<file path="config.mk">
export PLATFORM = sky130hd
export DESIGN_NAME = rtcao_core
export DESIGN_NICKNAME = d
export VERILOG_FILES = /design/src/rtcao_pkg.sv /design/src/rtcao_core.sv
export SDC_FILE = /design/constraint.sdc
export NUM_CORES = 1
export LEC_CHECK = 0
export ABC_AREA = 1
export BUFFER_PORTS_ARGS = -buffer_cell sky130_fd_sc_hd__buf_2
export CAP_MARGIN = 5
export CORE_MARGIN = 3
export CORE_UTILIZATION = 59
export DETAILED_ROUTE_END_ITERATION = 12
export PLACE_DENSITY = 0.87
export SETUP_SLACK_MARGIN = 0.3
export SLEW_MARGIN = 0
export SYNTH_ARGS = -nofsm -noshare
export SYNTH_HDL_FRONTEND = slang
export SYNTH_SLANG_ARGS = --single-unit
</file>
<file path="constraint.sdc">
create_clock -name sys_clk -period 5.3 [get_ports sys_clk]
set_clock_uncertainty 0.1 [all_clocks]
set_input_delay 0.265 -clock sys_clk [delete_from_list [all_inputs] [get_ports sys_clk]]
set_output_delay 0.265 -clock sys_clk [all_outputs]
set_load 0.05 [all_outputs]
</file>
<file path="src/rtcao_pkg.sv">
package rtcao_pkg;
   // register offsets (byte addresses of the internal map)
   localparam logic [7:0] OFS_OUTPUT_CONTROL = 8'h07;
   localparam logic [7:0] OFS_TRIM_ADJUST    = 8'h08;
   localparam logic [7:0] OFS_ID_UNLOCK_KEY  = 8'h09;
   localparam logic [7:0] OFS_LOSS_STAMP     = 8'h18;
   localparam logic [7:0] OFS_RETURN_STAMP   = 8'h1C;
   localparam logic [7:0] OFS_ID_FIRST       = 8'hF0;
   localparam logic [7:0] OFS_ID_LAST        = 8'hF7;
   // unlock keys
   localparam logic [7:0] KEY_FIRST          = 8'h55;
   localparam logic [7:0] KEY_SECOND         = 8'hAA;
   // control register fields
   localparam int CTL_OUT_LEVEL  = 7;
   localparam int CTL_CLK_EN     = 6;
   localparam int CTL_ALM1_EN    = 5;
   localparam int CTL_ALM0_EN    = 4;
   localparam int CTL_RATE_HIGH  = 2;
   localparam logic [7:0] CTL_RESET  = 8'h80;
   localparam logic [7:0] TRIM_RESET = 8'h00;
   // alarm match select codes
   localparam logic [2:0] MATCH_SEC   = 3'h0;
   localparam logic [2:0] MATCH_MIN   = 3'h1;
   localparam logic [2:0] MATCH_HOUR  = 3'h2;
   localparam logic [2:0] MATCH_WDAY  = 3'h3;
   localparam logic [2:0] MATCH_DATE  = 3'h4;
   localparam logic [2:0] MATCH_ALL   = 3'h7;
   // output periods in input clock cycles
   localparam logic [16:0] PER_1HZ    = 17'h08000;
   localparam logic [16:0] PER_4K     = 17'h00008;
   localparam logic [16:0] PER_8K     = 17'h00004;
   localparam logic [16:0] PER_CAL    = 17'h00100; // half period, 256
   // hour register 12/24 bit
   localparam int HOUR_FMT_BIT = 6;

   // current time counters (bcd)
   typedef struct packed {
      logic [7:0] sec;
      logic [7:0] min;
      logic [7:0] hour;
      logic [2:0] wday;
      logic [7:0] date;
      logic [7:0] month;
   } rtcao_time_s;

   // one alarm's settings
   typedef struct packed {
      logic       polarity;
      logic [2:0] match_sel;
      logic [7:0] sec;
      logic [7:0] min;
      logic [7:0] hour;
      logic [2:0] wday;
      logic [7:0] date;
      logic [7:0] month;
   } rtcao_alarm_s;

   typedef enum logic [1:0] {
      UNL_IDLE  = 2'b00,
      UNL_HALF  = 2'b01,
      UNL_OPEN  = 2'b10
   } rtcao_unlock_e;
endpackage

</file>
<file path="src/rtcao_core.sv">
// Notes on behaviour
// [RULE1] alarm polarity sets pin level; idle inverted
// [RULE2] alarm flag set by hardware, software clears
// [RULE3] match select picks trigger fields
// [RULE4] alarm hour format mirrors timekeeping bit
// [RULE5] supply loss captures stamp, sets battery bit
// [RULE6] supply return captures second stamp
// [RULE7] clearing battery bit clears both stamps
// [RULE8] host uses stamps only with oscillator running
// [RULE9] unlock: 0x55 then 0xAA, separate transactions
// [RULE10] id readable always, writes need unlock
// [RULE11] stop after id write relocks area
// [RULE12] trim sign bit subtracts; magnitude doubled
// [RULE13] trim 00h or 80h means no adjustment
// [RULE14] control bit 6 enables clock, 2:0 rate
// [RULE15] rate codes give 32768, 8, 4, 1 cycles; code gives 2 for rate 11 (toggles each tick)
// [RULE16] rate 11 ignores calibration
// [RULE17] 1 Hz: minute period adjusted by trim
// [RULE18] rates 01/10 positive: delayed once per minute
// [RULE19] rate high: every period 2*(256 +/- 2*trim)
// [RULE20] pin: software level, alarm, divided clock
// [RULE21] on battery only alarm output operates
// [RULE22] no register access when supply below trip; code blocks access only when supply is also below battery
// [RULE23] control bits 5:4 enable alarms
// [RULE24] weekday bit 4 is battery status bit
// [RULE25] alarms compared on each seconds update
// [RULE26] bad unlock step restarts, stays locked
`timescale 1ns/1ps
`default_nettype none
module rtcao_core
   import rtcao_pkg::*;
(
   // clock and reset
   input  wire logic                    sys_clk,
   input  wire logic                    resetn,
   // timekeeping interface
   input  wire logic                    osc_tick,
   input  wire logic                    second_tick,
   input  wire logic                    minute_tick,
   input  wire rtcao_pkg::rtcao_time_s  time_now,
   // alarm settings and flag clears
   input  wire rtcao_pkg::rtcao_alarm_s alarm0_cfg,
   input  wire rtcao_pkg::rtcao_alarm_s alarm1_cfg,
   input  wire logic [1:0]              alarm_flag_clr,
   output logic [1:0]                   alarm_flag,
   output logic [7:0]                   alarm_hour_fmt,
   // supply state (pins, asynchronous)
   input  wire logic                    supply_fail_pin,
   input  wire logic                    battery_above_pin,
   input  wire logic                    battery_status_clr,
   output logic                         battery_status,
   output logic                         access_allow,
   // register port from the serial engine
   input  wire logic                    reg_wr,
   input  wire logic [7:0]              reg_addr,
   input  wire logic [7:0]              reg_wdata,
   input  wire logic                    bus_stop,
   output logic [7:0]                   reg_rdata,
   output logic                         id_write_allow,
   output logic                         id_write_start,
   // multi-function pin (open drain)
   output logic                         multi_function_pin_o,
   output logic                         multi_function_pin_oe
);
   import rtcao_pkg::*;

   logic [7:0]    output_control_r;
   logic [7:0]    trim_adjust_r;
   logic [31:0]   loss_stamp_r;
   logic [31:0]   return_stamp_r;
   logic [1:0]    fail_sync_r;
   logic [1:0]    bat_sync_r;
   logic          on_battery_r;
   logic          acc_r;
   rtcao_unlock_e unl_r;
   logic          key_seen_r;
   logic          id_written_r;
   logic [1:0]    alarm_hit;
   logic [31:0]   stamp_now;

   // alarm match according to select field
   function automatic logic alarm_match(input rtcao_alarm_s a, input rtcao_time_s t);
      logic m;
      m = 1'b0;
      case (a.match_sel) // RULE3
         MATCH_SEC:  m = (a.sec[6:0] == t.sec[6:0]);
         MATCH_MIN:  m = (a.min[6:0] == t.min[6:0]);
         MATCH_HOUR: m = (a.hour[5:0] == t.hour[5:0]); // am/pm bit included
         MATCH_WDAY: m = (a.wday == t.wday) && (t.hour[5:0] == 6'h00 || t.hour == 8'h52)
                         && (t.min == 8'h00) && (t.sec[6:0] == 7'h00);
         MATCH_DATE: m = (a.date == t.date);
         MATCH_ALL:  m = (a.sec[6:0] == t.sec[6:0]) && (a.min == t.min)
                         && (a.hour[5:0] == t.hour[5:0]) && (a.wday == t.wday)
                         && (a.date == t.date) && (a.month == t.month);
         default:    m = 1'b0;
      endcase
      return m;
   endfunction

   // pin inputs synchronised
   always_ff @(posedge sys_clk or negedge resetn) begin
      if (!resetn) begin
         fail_sync_r <= 2'b00;
         bat_sync_r  <= 2'b00;
      end else begin
         fail_sync_r <= {fail_sync_r[0], supply_fail_pin};
         bat_sync_r  <= {bat_sync_r[0], battery_above_pin};
      end
   end

   // access allowed unless below trip and below battery
   always_ff @(posedge sys_clk or negedge resetn) begin
      if (!resetn) acc_r <= 1'b1;
      else         acc_r <= !(fail_sync_r[1] && bat_sync_r[1]); // RULE22
   end
   assign access_allow = acc_r;

   // alarm evaluation on the seconds update
   assign alarm_hit[0] = second_tick && output_control_r[CTL_ALM0_EN]
                         && alarm_match(alarm0_cfg, time_now); // RULE25 RULE23
   assign alarm_hit[1] = second_tick && output_control_r[CTL_ALM1_EN]
                         && alarm_match(alarm1_cfg, time_now); // RULE25 RULE23

   // sticky alarm flags, set beats clear
   always_ff @(posedge sys_clk or negedge resetn) begin
      if (!resetn) alarm_flag <= 2'b00;
      else         alarm_flag <= alarm_hit | (alarm_flag & ~alarm_flag_clr); // RULE2
   end

   // hour format mirror into alarm hour registers
   assign alarm_hour_fmt = {time_now.hour[HOUR_FMT_BIT], 7'h00}; // RULE4

   // supply state and time stamps
   // stamp bytes: minutes, hours, date, weekday with month
   assign stamp_now = {time_now.min, time_now.hour, time_now.date,
                       time_now.wday, time_now.month[4:0]};
   always_ff @(posedge sys_clk or negedge resetn) begin
      if (!resetn) begin
         on_battery_r   <= 1'b0;
         battery_status <= 1'b0;
         loss_stamp_r   <= 32'h0;
         return_stamp_r <= 32'h0;
      end else begin
         on_battery_r <= !acc_r;
         if (!acc_r && !on_battery_r) begin
            loss_stamp_r   <= stamp_now; // RULE5
            battery_status <= 1'b1; // RULE24
         end else if (battery_status_clr) begin
            battery_status <= 1'b0;
            loss_stamp_r   <= 32'h0; // RULE7
            return_stamp_r <= 32'h0; // RULE7
         end
         if (acc_r && on_battery_r) begin
            return_stamp_r <= stamp_now; // RULE6
         end
      end
   end

   // control and trim registers
   always_ff @(posedge sys_clk or negedge resetn) begin
      if (!resetn) begin
         output_control_r <= CTL_RESET;
         trim_adjust_r    <= TRIM_RESET;
      end else if (reg_wr && acc_r) begin // RULE22
         if (reg_addr == OFS_OUTPUT_CONTROL) begin
            output_control_r <= reg_wdata; // RULE14
         end else if (reg_addr == OFS_TRIM_ADJUST) begin
            trim_adjust_r <= reg_wdata; // RULE12
         end
      end
   end

   // unique id unlock sequence, stepped at each stop
   always_ff @(posedge sys_clk or negedge resetn) begin
      if (!resetn) begin
         unl_r        <= UNL_IDLE;
         key_seen_r   <= 1'b0;
         id_written_r <= 1'b0;
      end else begin
         if (reg_wr && acc_r && reg_addr == OFS_ID_UNLOCK_KEY) begin
            if (unl_r == UNL_IDLE && reg_wdata == KEY_FIRST && !key_seen_r)
               key_seen_r <= 1'b1;
            else if (unl_r == UNL_HALF && reg_wdata == KEY_SECOND && !key_seen_r)
               key_seen_r <= 1'b1;
            else begin
               unl_r      <= UNL_IDLE; // RULE26
               key_seen_r <= 1'b0;
            end
         end
         if (reg_wr && acc_r && unl_r == UNL_OPEN
             && reg_addr >= OFS_ID_FIRST && reg_addr <= OFS_ID_LAST)
            id_written_r <= 1'b1;
         if (bus_stop) begin
            key_seen_r <= 1'b0;
            case (unl_r) // RULE9
               UNL_IDLE: unl_r <= key_seen_r ? UNL_HALF : UNL_IDLE;
               UNL_HALF: unl_r <= key_seen_r ? UNL_OPEN : UNL_IDLE;
               UNL_OPEN: if (id_written_r) begin
                  unl_r        <= UNL_IDLE; // RULE11
                  id_written_r <= 1'b0;
               end
               default:  unl_r <= UNL_IDLE;
            endcase
         end
      end
   end
   assign id_write_allow = (unl_r == UNL_OPEN); // RULE10
   assign id_write_start = bus_stop && id_written_r; // RULE11

   // register readback
   always_comb begin
      reg_rdata = 8'h00;
      if (!acc_r) reg_rdata = 8'h00; // RULE22
      else if (reg_addr == OFS_OUTPUT_CONTROL) reg_rdata = output_control_r;
      else if (reg_addr == OFS_TRIM_ADJUST) reg_rdata = trim_adjust_r;
      else if (reg_addr >= OFS_LOSS_STAMP && reg_addr < OFS_RETURN_STAMP)
         reg_rdata = loss_stamp_r[8'd31 - {reg_addr[1:0], 3'h0} -: 8];
      else if (reg_addr >= OFS_RETURN_STAMP && reg_addr <= 8'h1F)
         reg_rdata = return_stamp_r[8'd31 - {reg_addr[1:0], 3'h0} -: 8];
   end

   // divided clock generator on oscillator ticks
   logic [16:0] div_cnt_r;
   logic        div_out_r;
   logic [16:0] half_per;
   logic [8:0]  trim_twice;
   logic        trim_on;
   logic        cal_pend_r;
   logic [8:0]  cal_hold_r; // ticks the waveform is still held back
   assign trim_twice = {1'b0, trim_adjust_r[6:0], 1'b0}; // RULE12
   assign trim_on    = (trim_adjust_r[6:0] != 7'h00); // RULE13

   always_comb begin
      half_per = PER_1HZ >> 1;
      if (output_control_r[CTL_RATE_HIGH]) begin
         if (!trim_on) half_per = PER_CAL; // RULE19
         else if (trim_adjust_r[7]) half_per = PER_CAL - {8'h00, trim_twice};
         else half_per = PER_CAL + {8'h00, trim_twice};
      end else begin
         case (output_control_r[1:0]) // RULE15
            2'b00:   half_per = PER_1HZ >> 1;
            2'b01:   half_per = PER_4K >> 1;
            2'b10:   half_per = PER_8K >> 1;
            default: half_per = 17'h00001;
         endcase
      end
   end

   always_ff @(posedge sys_clk or negedge resetn) begin
      if (!resetn) begin
         div_cnt_r  <= 17'h0;
         div_out_r  <= 1'b0;
         cal_pend_r <= 1'b0;
         cal_hold_r <= 9'h000;
      end else begin
         if (minute_tick && trim_on && !output_control_r[CTL_RATE_HIGH]
             && output_control_r[1:0] != 2'b11) // RULE16
            cal_pend_r <= 1'b1;
         if (osc_tick) begin
            if (cal_hold_r != 9'h000) begin
               cal_hold_r <= cal_hold_r - 9'h001; // RULE18
            end else if (output_control_r[1:0] == 2'b11 && !output_control_r[CTL_RATE_HIGH]) begin
               div_out_r <= !div_out_r; // RULE16
               div_cnt_r <= 17'h0;
            end else if (div_cnt_r + 17'h1 >= half_per) begin
               div_out_r <= !div_out_r;
               div_cnt_r <= 17'h0;
               if (cal_pend_r && !div_out_r) begin
                  cal_pend_r <= 1'b0;
                  if (trim_adjust_r[7]) // RULE17
                     div_cnt_r <= {8'h00, trim_twice};
                  else
                     cal_hold_r <= trim_twice; // RULE17 RULE18
               end
            end else begin
               div_cnt_r <= div_cnt_r + 17'h1;
            end
         end
      end
   end

   // pin mux; open drain drives low only
   logic alarm_any;
   logic pin_level;
   assign alarm_any = |alarm_flag;
   always_comb begin
      pin_level = output_control_r[CTL_OUT_LEVEL]; // RULE20
      if (on_battery_r) // RULE21
         pin_level = alarm_any ? alarm0_cfg.polarity : !alarm0_cfg.polarity;
      else if (output_control_r[CTL_CLK_EN])
         pin_level = div_out_r; // RULE14
      else if (output_control_r[CTL_ALM0_EN] || output_control_r[CTL_ALM1_EN])
         pin_level = alarm_any ? alarm0_cfg.polarity : !alarm0_cfg.polarity; // RULE1
   end
   assign multi_function_pin_o  = 1'b0;
   assign multi_function_pin_oe = !pin_level;
endmodule
`default_nettype wire

</file>
==> results of run 1 <==
[stage by stage]
| step | std cells | area, um^2 | total power, mW |
|---|---|---|---|
| after floorplan | 1050 | 7916 | 1.843 |
| after global placement | 1361 | 8851 | 2.082 |
| after detailed placement | 1361 | 8851 | 2.117 |
| after CTS | 1399 | 9492 | 3.255 |
| after global routing | 1399 | 9492 | 3.447 |
| final | 1399 | 9492 | 3.264 |
[sequential cells by signal (all words and copies together), names as in the netlist]
name              flops
key_seen_r            1
loss_stamp_r         32
bat_sync_r            2
battery_status        1
alarm_flag            2
return_stamp_r       32
trim_adjust_r         8
id_written_r          1
on_battery_r          1
div_cnt_r            17
cal_hold_r            9
cal_pend_r            1
div_out_r             1
access_allow          1
fail_sync_r           2
unl_r                 2
output_control_r      8
[where the power goes]
| group | leakage (nW) | total (mW) | internal, mW | switching, mW |
|---|---|---|---|---|
| logic | 2.82 | 0.961 | 0.375 | 0.586 |
| registers | 1.60 | 1.17 | 1.05 | 0.122 |
| clock network | 0.280 | 1.13 | 0.694 | 0.438 |
[logic make-up (layout without fill, tap and decap cells)]
group	after synthesis	after routing	share of synthesized area (%)
xor+xnor	83	83	9.309
other cells	1	8	0.04753
simple gates	405	405	23.68
flops	121	121	38.41
fa+ha+maj	13	13	2.062
compound gates	226	226	16.68
buf+inv	194	371	9.816
[metal layers]
| layer | track usage (%) | routed length, um | vias up |
|---|---|---|---|
| met5 | 0 | 0 | - |
| met3 | 6.128 | 1663 | 67 |
| met2 | 52.61 | 11450 | 388 |
| met4 | 12.96 | 816 | 0 |
| met1 | 39.19 | 9098 | 3796 |
| li1 | - | - | 3806 |
[Yosys cell counts, types with 3 or more instances]
| library cell | instances | area [um^2] |
|---|---|---|
| nand2_1 | 176 | 660.6 |
| inv_1 | 149 | 559.3 |
| dfrtp_1 | 119 | 2978 |
| o21ai_0 | 103 | 515.5 |
| nand3_1 | 78 | 390.4 |
| nor2_1 | 73 | 274.0 |
| o22ai_1 | 56 | 350.3 |
| xor2_1 | 42 | 367.9 |
| xnor2_1 | 40 | 350.3 |
| a21oi_1 | 27 | 135.1 |
| clkbuf_1 | 25 | 93.84 |
| nand4_1 | 23 | 143.9 |
| nor3_1 | 20 | 100.1 |
| ha_1 | 13 | 162.7 |
| buf_4 | 10 | 75.07 |
| a211oi_1 | 8 | 60.06 |
| o21ai_2 | 8 | 70.07 |
| o221ai_1 | 8 | 70.07 |
| inv_2 | 7 | 26.28 |
| nand3b_1 | 5 | 37.54 |
| nor2_2 | 5 | 31.28 |
| nor4_1 | 5 | 31.28 |
| nand2_2 | 4 | 25.02 |
| nand2_4 | 4 | 45.04 |
| nor2_4 | 4 | 45.04 |
| o21ai_1 | 3 | 15.01 |
[how the worst max path moves through the flow]
stage                          to  slack [ns]  cells past startpoint        startpoint
global placement    cal_hold_r[1]        2.26                     23  trim_adjust_r[0]
finish              cal_hold_r[4]        2.03                     23  trim_adjust_r[0]
global route        cal_hold_r[7]        1.78                     23  trim_adjust_r[0]
floorplan           cal_hold_r[4]        2.66                     21      div_cnt_r[0]
CTS                 cal_hold_r[4]        2.08                     23  trim_adjust_r[0]
detailed placement  cal_hold_r[6]        2.20                     23  trim_adjust_r[0]
[final cells by class]
type,instances,area share [%]
flip-flops and latches,121,31.93
clock buffers,18,4.521
repair buffers,182,10.04
inverters,157,6.209
clock inverters,14,1.595
multi-input cells,735,43.44
well taps,172,2.267
[worst max-delay path, stage by stage, from the launching register on]
cell	delay, ns
dfrtp_1	0.46
inv_1	0.10
ha_1	0.24
nand4_1	0.14
nor2_1	0.09
nor2_1	0.31
nand2_1	0.10
o31ai_1	0.09
inv_1	0.08
ha_1	0.27
nand2_1	0.06
nor2_1	0.04
nand2_1	0.05
nand3_1	0.06
nand2_1	0.07
nand3_1	0.08
nor2_1	0.09
nand2_1	0.09
nand2_4	0.15
nand2_4	0.10
nand2_4	0.14
nand2_4	0.10
nand2_1	0.09
nand2_1	0.05
==> results.cfg, run 1 <==
[status]
status = finished clean

[sta]
tns_ns = 0
worstMarginPinSlew_ns = 0.9320
drv_slew = 0
period_share_pct = 61.71
setup_viol = 0
finalHoldViolCount = 0
rsz0062_at_grt = false
hold_ws_ns = 0.05018
timing.fmax_ghz = 0.3058
fin_ws_ns = 2.029
max_slew_margin_pct = 37.73
final.min_clock_period_ns = 3.271

[placement]
post-dp-hpwl_um = 16640
portBuffers = 172
dpl_worst_slack_ns = 2.199
place_congestion = 0.9091

[synthesis]
synth-edff-count = 0
yosys_warnings = 0
async_flop_share_pct = 100.0
synth_top_flop_cell = dfrtp_1
synth-seq-area-share_pct = 38.41
avgSynthCellArea_um2 = 7.565
synth_area_um2 = 7890
syn_inst = 1043
ys_seq_elements = 121
ys_types = 47

[routing]
ant_nets = 0
route.vias.total = 8057
totalWireLength_um = 23030
drt_pass1_iterations = 6
drc = 0
post_drt_wl_per_cell_um = 16.46
drt_iter0_markers = 1036
viasPerCell = 5.759

[critical_path]
r2r_start = trim_adjust_r[0]
reg2reg_slack_ns = 2.03
timing.rr.end = cal_hold_r[4]
crit_required_ns = 5.50
worstRegToRegCells = 23
crit_fanout = 10
cp-start-kind = flip-flop
arrival_ns = 3.47
path_class = flip-flop to flip-flop
worstSetupEndpointType = flip-flop

[die]
die_area_um2 = 14800
die_w_um = 121.6
die_h_um = 121.6
initial_core_util_pct = 61.52
pin_count = 189
row_count = 41
core_um2 = 12820

[clocking]
cts_max_level = 4
ctsResizeCount = 0
cts_setup_buffers = 0
cts.sink_count = 121
clock_path_buffers = 2
cts_hold_buffers = 6
cts_tree = yes
numCtsBuffers = 17
cts.root.buffer_cell = clkbuf_16
clk_pin_slew_ns = 0.06
insertion_delay_ns = 0.41

[global_route]
antenna_found_initial = 0
grt_pass1_wl_um = 36890
grt-ovfl-total = 0
grt_max_degree = 69
grt_pass1_vias = 7697
grt.total_usage_pct = 31.14

[final_layout]
syn_to_final_growth_pct = 20.30
multi_input_area_um2 = 4123
regArea_um2 = 3030
layout_common_cells = 176 x nand2_1, 171 x buf_2, 149 x inv_1
nets = 1392
final_util_pct = 74.01
n_fill_cell = 977
drive_gt1_share_pct = 20.29
n_antenna_cell = 0
final_common_cell = nand2_1

[hold_path]
min_to = trim_adjust_r[3]
min-delay-start = reg_wdata[3]
whs_path_depth = 3
hold_class = input pin to flip-flop

[power_and_ir_drop]
total_leakage_power_nw = 4.699
vdd_drop_max_v = 0.0002604
p_per_area_nw_per_um2 = 343.8

[job]
drv_cap = 0
No activity file was read; power rests on OpenSTA's default activity.
==> run 2, diff against run 1 <==
--- a/config.mk
+++ b/config.mk
@@ -5,13 +5,13 @@
 export SDC_FILE = /design/constraint.sdc
 export NUM_CORES = 1
 export LEC_CHECK = 0
-export ABC_AREA = 1
+export ABC_AREA = 0
 export BUFFER_PORTS_ARGS = -buffer_cell sky130_fd_sc_hd__buf_2
 export CAP_MARGIN = 5
 export CORE_MARGIN = 3
-export CORE_UTILIZATION = 59
+export CORE_UTILIZATION = 49
 export DETAILED_ROUTE_END_ITERATION = 12
-export PLACE_DENSITY = 0.87
+export PLACE_DENSITY = 0.77
 export SETUP_SLACK_MARGIN = 0.3
 export SLEW_MARGIN = 0
 export SYNTH_ARGS = -nofsm -noshare
==> constraint.sdc (replaced) <==
create_clock -name sys_clk -period 2.75 [get_ports sys_clk]
set_clock_uncertainty 0.1 [all_clocks]
set_input_delay 0.1375 -clock sys_clk [delete_from_list [all_inputs] [get_ports sys_clk]]
set_output_delay 0.1375 -clock sys_clk [all_outputs]
set_load 0.05 [all_outputs]
==> run 2 against run 1 <==
Compared with the run above: the run now ends with negative setup slack left; cell area up 14%; setup slack got worse by 2.6 ns; wire length grew 13%; area after synthesis is 1.1% lower; clock power rose by 95%; critical path type unchanged.
==> results.cfg, run 2 <==
[global_route]
grt_pass1_wl_um = 39070
antenna_found_initial = 0
grt.total_usage_pct = 27.90
grt_pass1_vias = 7442
grt-ovfl-total = 0
grt_max_degree = 122

[synthesis]
yosys.area.top_type = dfrtp_1
avgSynthCellArea_um2 = 9.924
synth_area_leaders = dfrtp_1 38%, xor2_1 6.0%, xnor2_1 4.8%, mux4_2 4.6%, o21ai_0 3.8%
syn_inst = 786
synth-seq-area-share_pct = 38.85
yosys_warnings = 0
yosysMostFrequentCell = dfrtp_1
synth_area_um2 = 7800
synth_top_cells_by_count = 119 x dfrtp_1, 77 x nand2_1, 60 x o21ai_0
ys_seq_elements = 121
synth_top_area_share_pct = 38.18
ys_types = 75
synth_top_flop_cell = dfrtp_1
async_flop_share_pct = 100.0
synth-edff-count = 0

[power_and_ir_drop]
vdd_drop_max_v = 0.0004632
total_leakage_power_nw = 4.897
p_per_area_nw_per_um2 = 549.9

[clocking]
numCtsBuffers = 17
cts.sink_count = 121
cts.root.buffer_cell = clkbuf_16
cts_max_level = 4
insertion_delay_ns = 0.42
clock_path_buffers = 2
cts_tree = yes
clk_pin_slew_ns = 0.06

[routing]
drt_iter0_markers = 749
met3_length_um = 1816
viasPerCell = 5.917
drt_pass1_iterations = 6
route.vias.total = 7621
wl_met2_um = 13190
drc = 0
met1_length_um = 10580
post_drt_wl_per_cell_um = 20.27
ant_nets = 0
totalWireLength_um = 26110
highest_layer = met4

[sta]
fin_ws_ns = -0.6103
worstMarginPinSlew_ns = 0.8261
drv_slew = 0
period_share_pct = 122.2
max_slew_margin_pct = 44.42
rsz0062_at_grt = true
final.min_clock_period_ns = 3.360
finalHoldViolCount = 0
setup_viol = 25
timing.fmax_ghz = 0.2976

[final_layout]
final_util_pct = 70.52
layout_common_cells = 164 x buf_2, 119 x dfrtp_1, 75 x nand2_1
reg_top3 = loss_stamp_r: 32 flops, return_stamp_r: 32 flops, div_cnt_r: 17 flops
final_area_um2 = 10840
final_common_cell = buf_2
n_antenna_cell = 0
drive_gt1_share_pct = 36.49
stdcell_count = 1288
nets = 1242
syn_to_final_growth_pct = 38.96

[status]
violations = negative setup slack
status = complete, but fails checks

[placement]
place_congestion = 0.9289
placed_cells = 1194
dpl_worst_slack_ns = -0.5488
portBuffers = 172
post-dp-hpwl_um = 17300
dpl_cell_area_um2 = 9359

[die]
core_um2 = 15370
pin_count = 189
row_count = 45
die_area_um2 = 17470
die_h_um = 132.2
initial_core_util_pct = 50.74
die_w_um = 132.2

[critical_path]
path_class = flip-flop to flip-flop
worstSetupEndpointType = flip-flop
crit_fanout = 7
arrival_ns = 3.56
cp-start-kind = flip-flop
crit_required_ns = 2.95

[job]
drv_cap = 0

[hold_path]
hold_class = input pin to flip-flop
==> run 2: cell count changes in the layout (fill, tap and decap cells not counted), sizes merged, moves of 21 or more <==
| cell | change |
|---|---|
| inv | -134 |
| nand2 | -107 |
| buf | +77 |
| nand3 | -67 |
| o21ai | -53 |
| o22ai | -52 |
| nor2 | -51 |
| dlygate4sd3 | +45 |
| nand2b | +38 |
| a22o | +33 |
| mux2 | +21 |
==> run 2: worst max-delay path: stages, from the launching register on <==
cell and delay (ns):
dfrtp_1 0.42, or3_4 0.41, buf_6 0.13, nand2_1 0.07, xnor2_1 0.13, nand3_1 0.15, ha_4 0.25, a21o_1 0.18
o2bb2ai_4 0.15, nor4_4 0.21, a41oi_4 0.17, or2_4 0.29, nor4b_4 0.14, buf_6 0.14, a221o_1 0.30
==> run 2: what timing repair did <==
action / CTS / global route
hold buffers: 51 / 0
cloned: 0 / 0
setup buffers: 2 / 9
endpoints found under the hold margin: 205 / 0
setup endpoints to repair: 30 / 36
resized for setup: 13 / 62
pin swaps: 5 / 20
==> run 2: kinds of logic after synthesis <==
group / share of synthesized area, %
compound gates: 15.78
xor+xnor: 10.78
fa+ha+maj: 2.085
buf+inv: 4.347
flops: 38.85
mux: 8.165
other cells: 0.04808
simple gates: 19.94
==> run 2: per-stage QoR <==
stage                     power [mW]  hold slack [ns]  setup TNS (ns)
after floorplan                2.911          -0.2581          -7.733
after global placement         3.435           0.1449          -8.545
after detailed placement       3.476           0.1474          -11.20
after CTS                      5.746         0.009611          -11.47
after global routing           6.182          0.02946          -15.15
final                          5.960          0.01261          -12.77
==> run 2: worst paths after layout <==
path | start | slack (ns) | end | cells past startpoint
setup / recovery | trim_adjust_r[0] | -0.61 | div_cnt_r[2] | 14
hold / removal | time_now[31] | 0.01 | loss_stamp_r[28] | 3
setup reg to reg | trim_adjust_r[0] | -0.61 | div_cnt_r[2] | 14
hold reg to reg | bat_sync_r[0] | 0.25 | bat_sync_r[1] | 0
max in group asynchronous | resetn | 1.76 | cal_hold_r[6] | 3
min in group asynchronous | resetn | 0.25 | return_stamp_r[22] | 3
==> run 2: area by class of cell <==
class / count / area [um^2]
Clock buffer: 18 / 439.2
Clock inverter: 14 / 140.1
Fill cell: 1054 / 4532
Inverter: 19 / 71.32
Multi-Input combinational cell: 601 / 4785
Sequential cell: 121 / 3030
Tap cell: 211 / 264.0
Timing Repair Buffer: 304 / 2110
==> run 2: report_power, final <==
part	internal (mW)	leakage, nW	switching, mW
clock	1.29	0.280	0.908
combinational	0.817	3.06	0.832
sequential	1.96	1.56	0.157
==> run 2: routing by layer <==
layer / up-vias / track usage (%)
met4: 0 / 8.110
li1: 3432 / -
met2: 392 / 45.50
met1: 3744 / 37.37
met3: 53 / 6.527
met5: - / 0
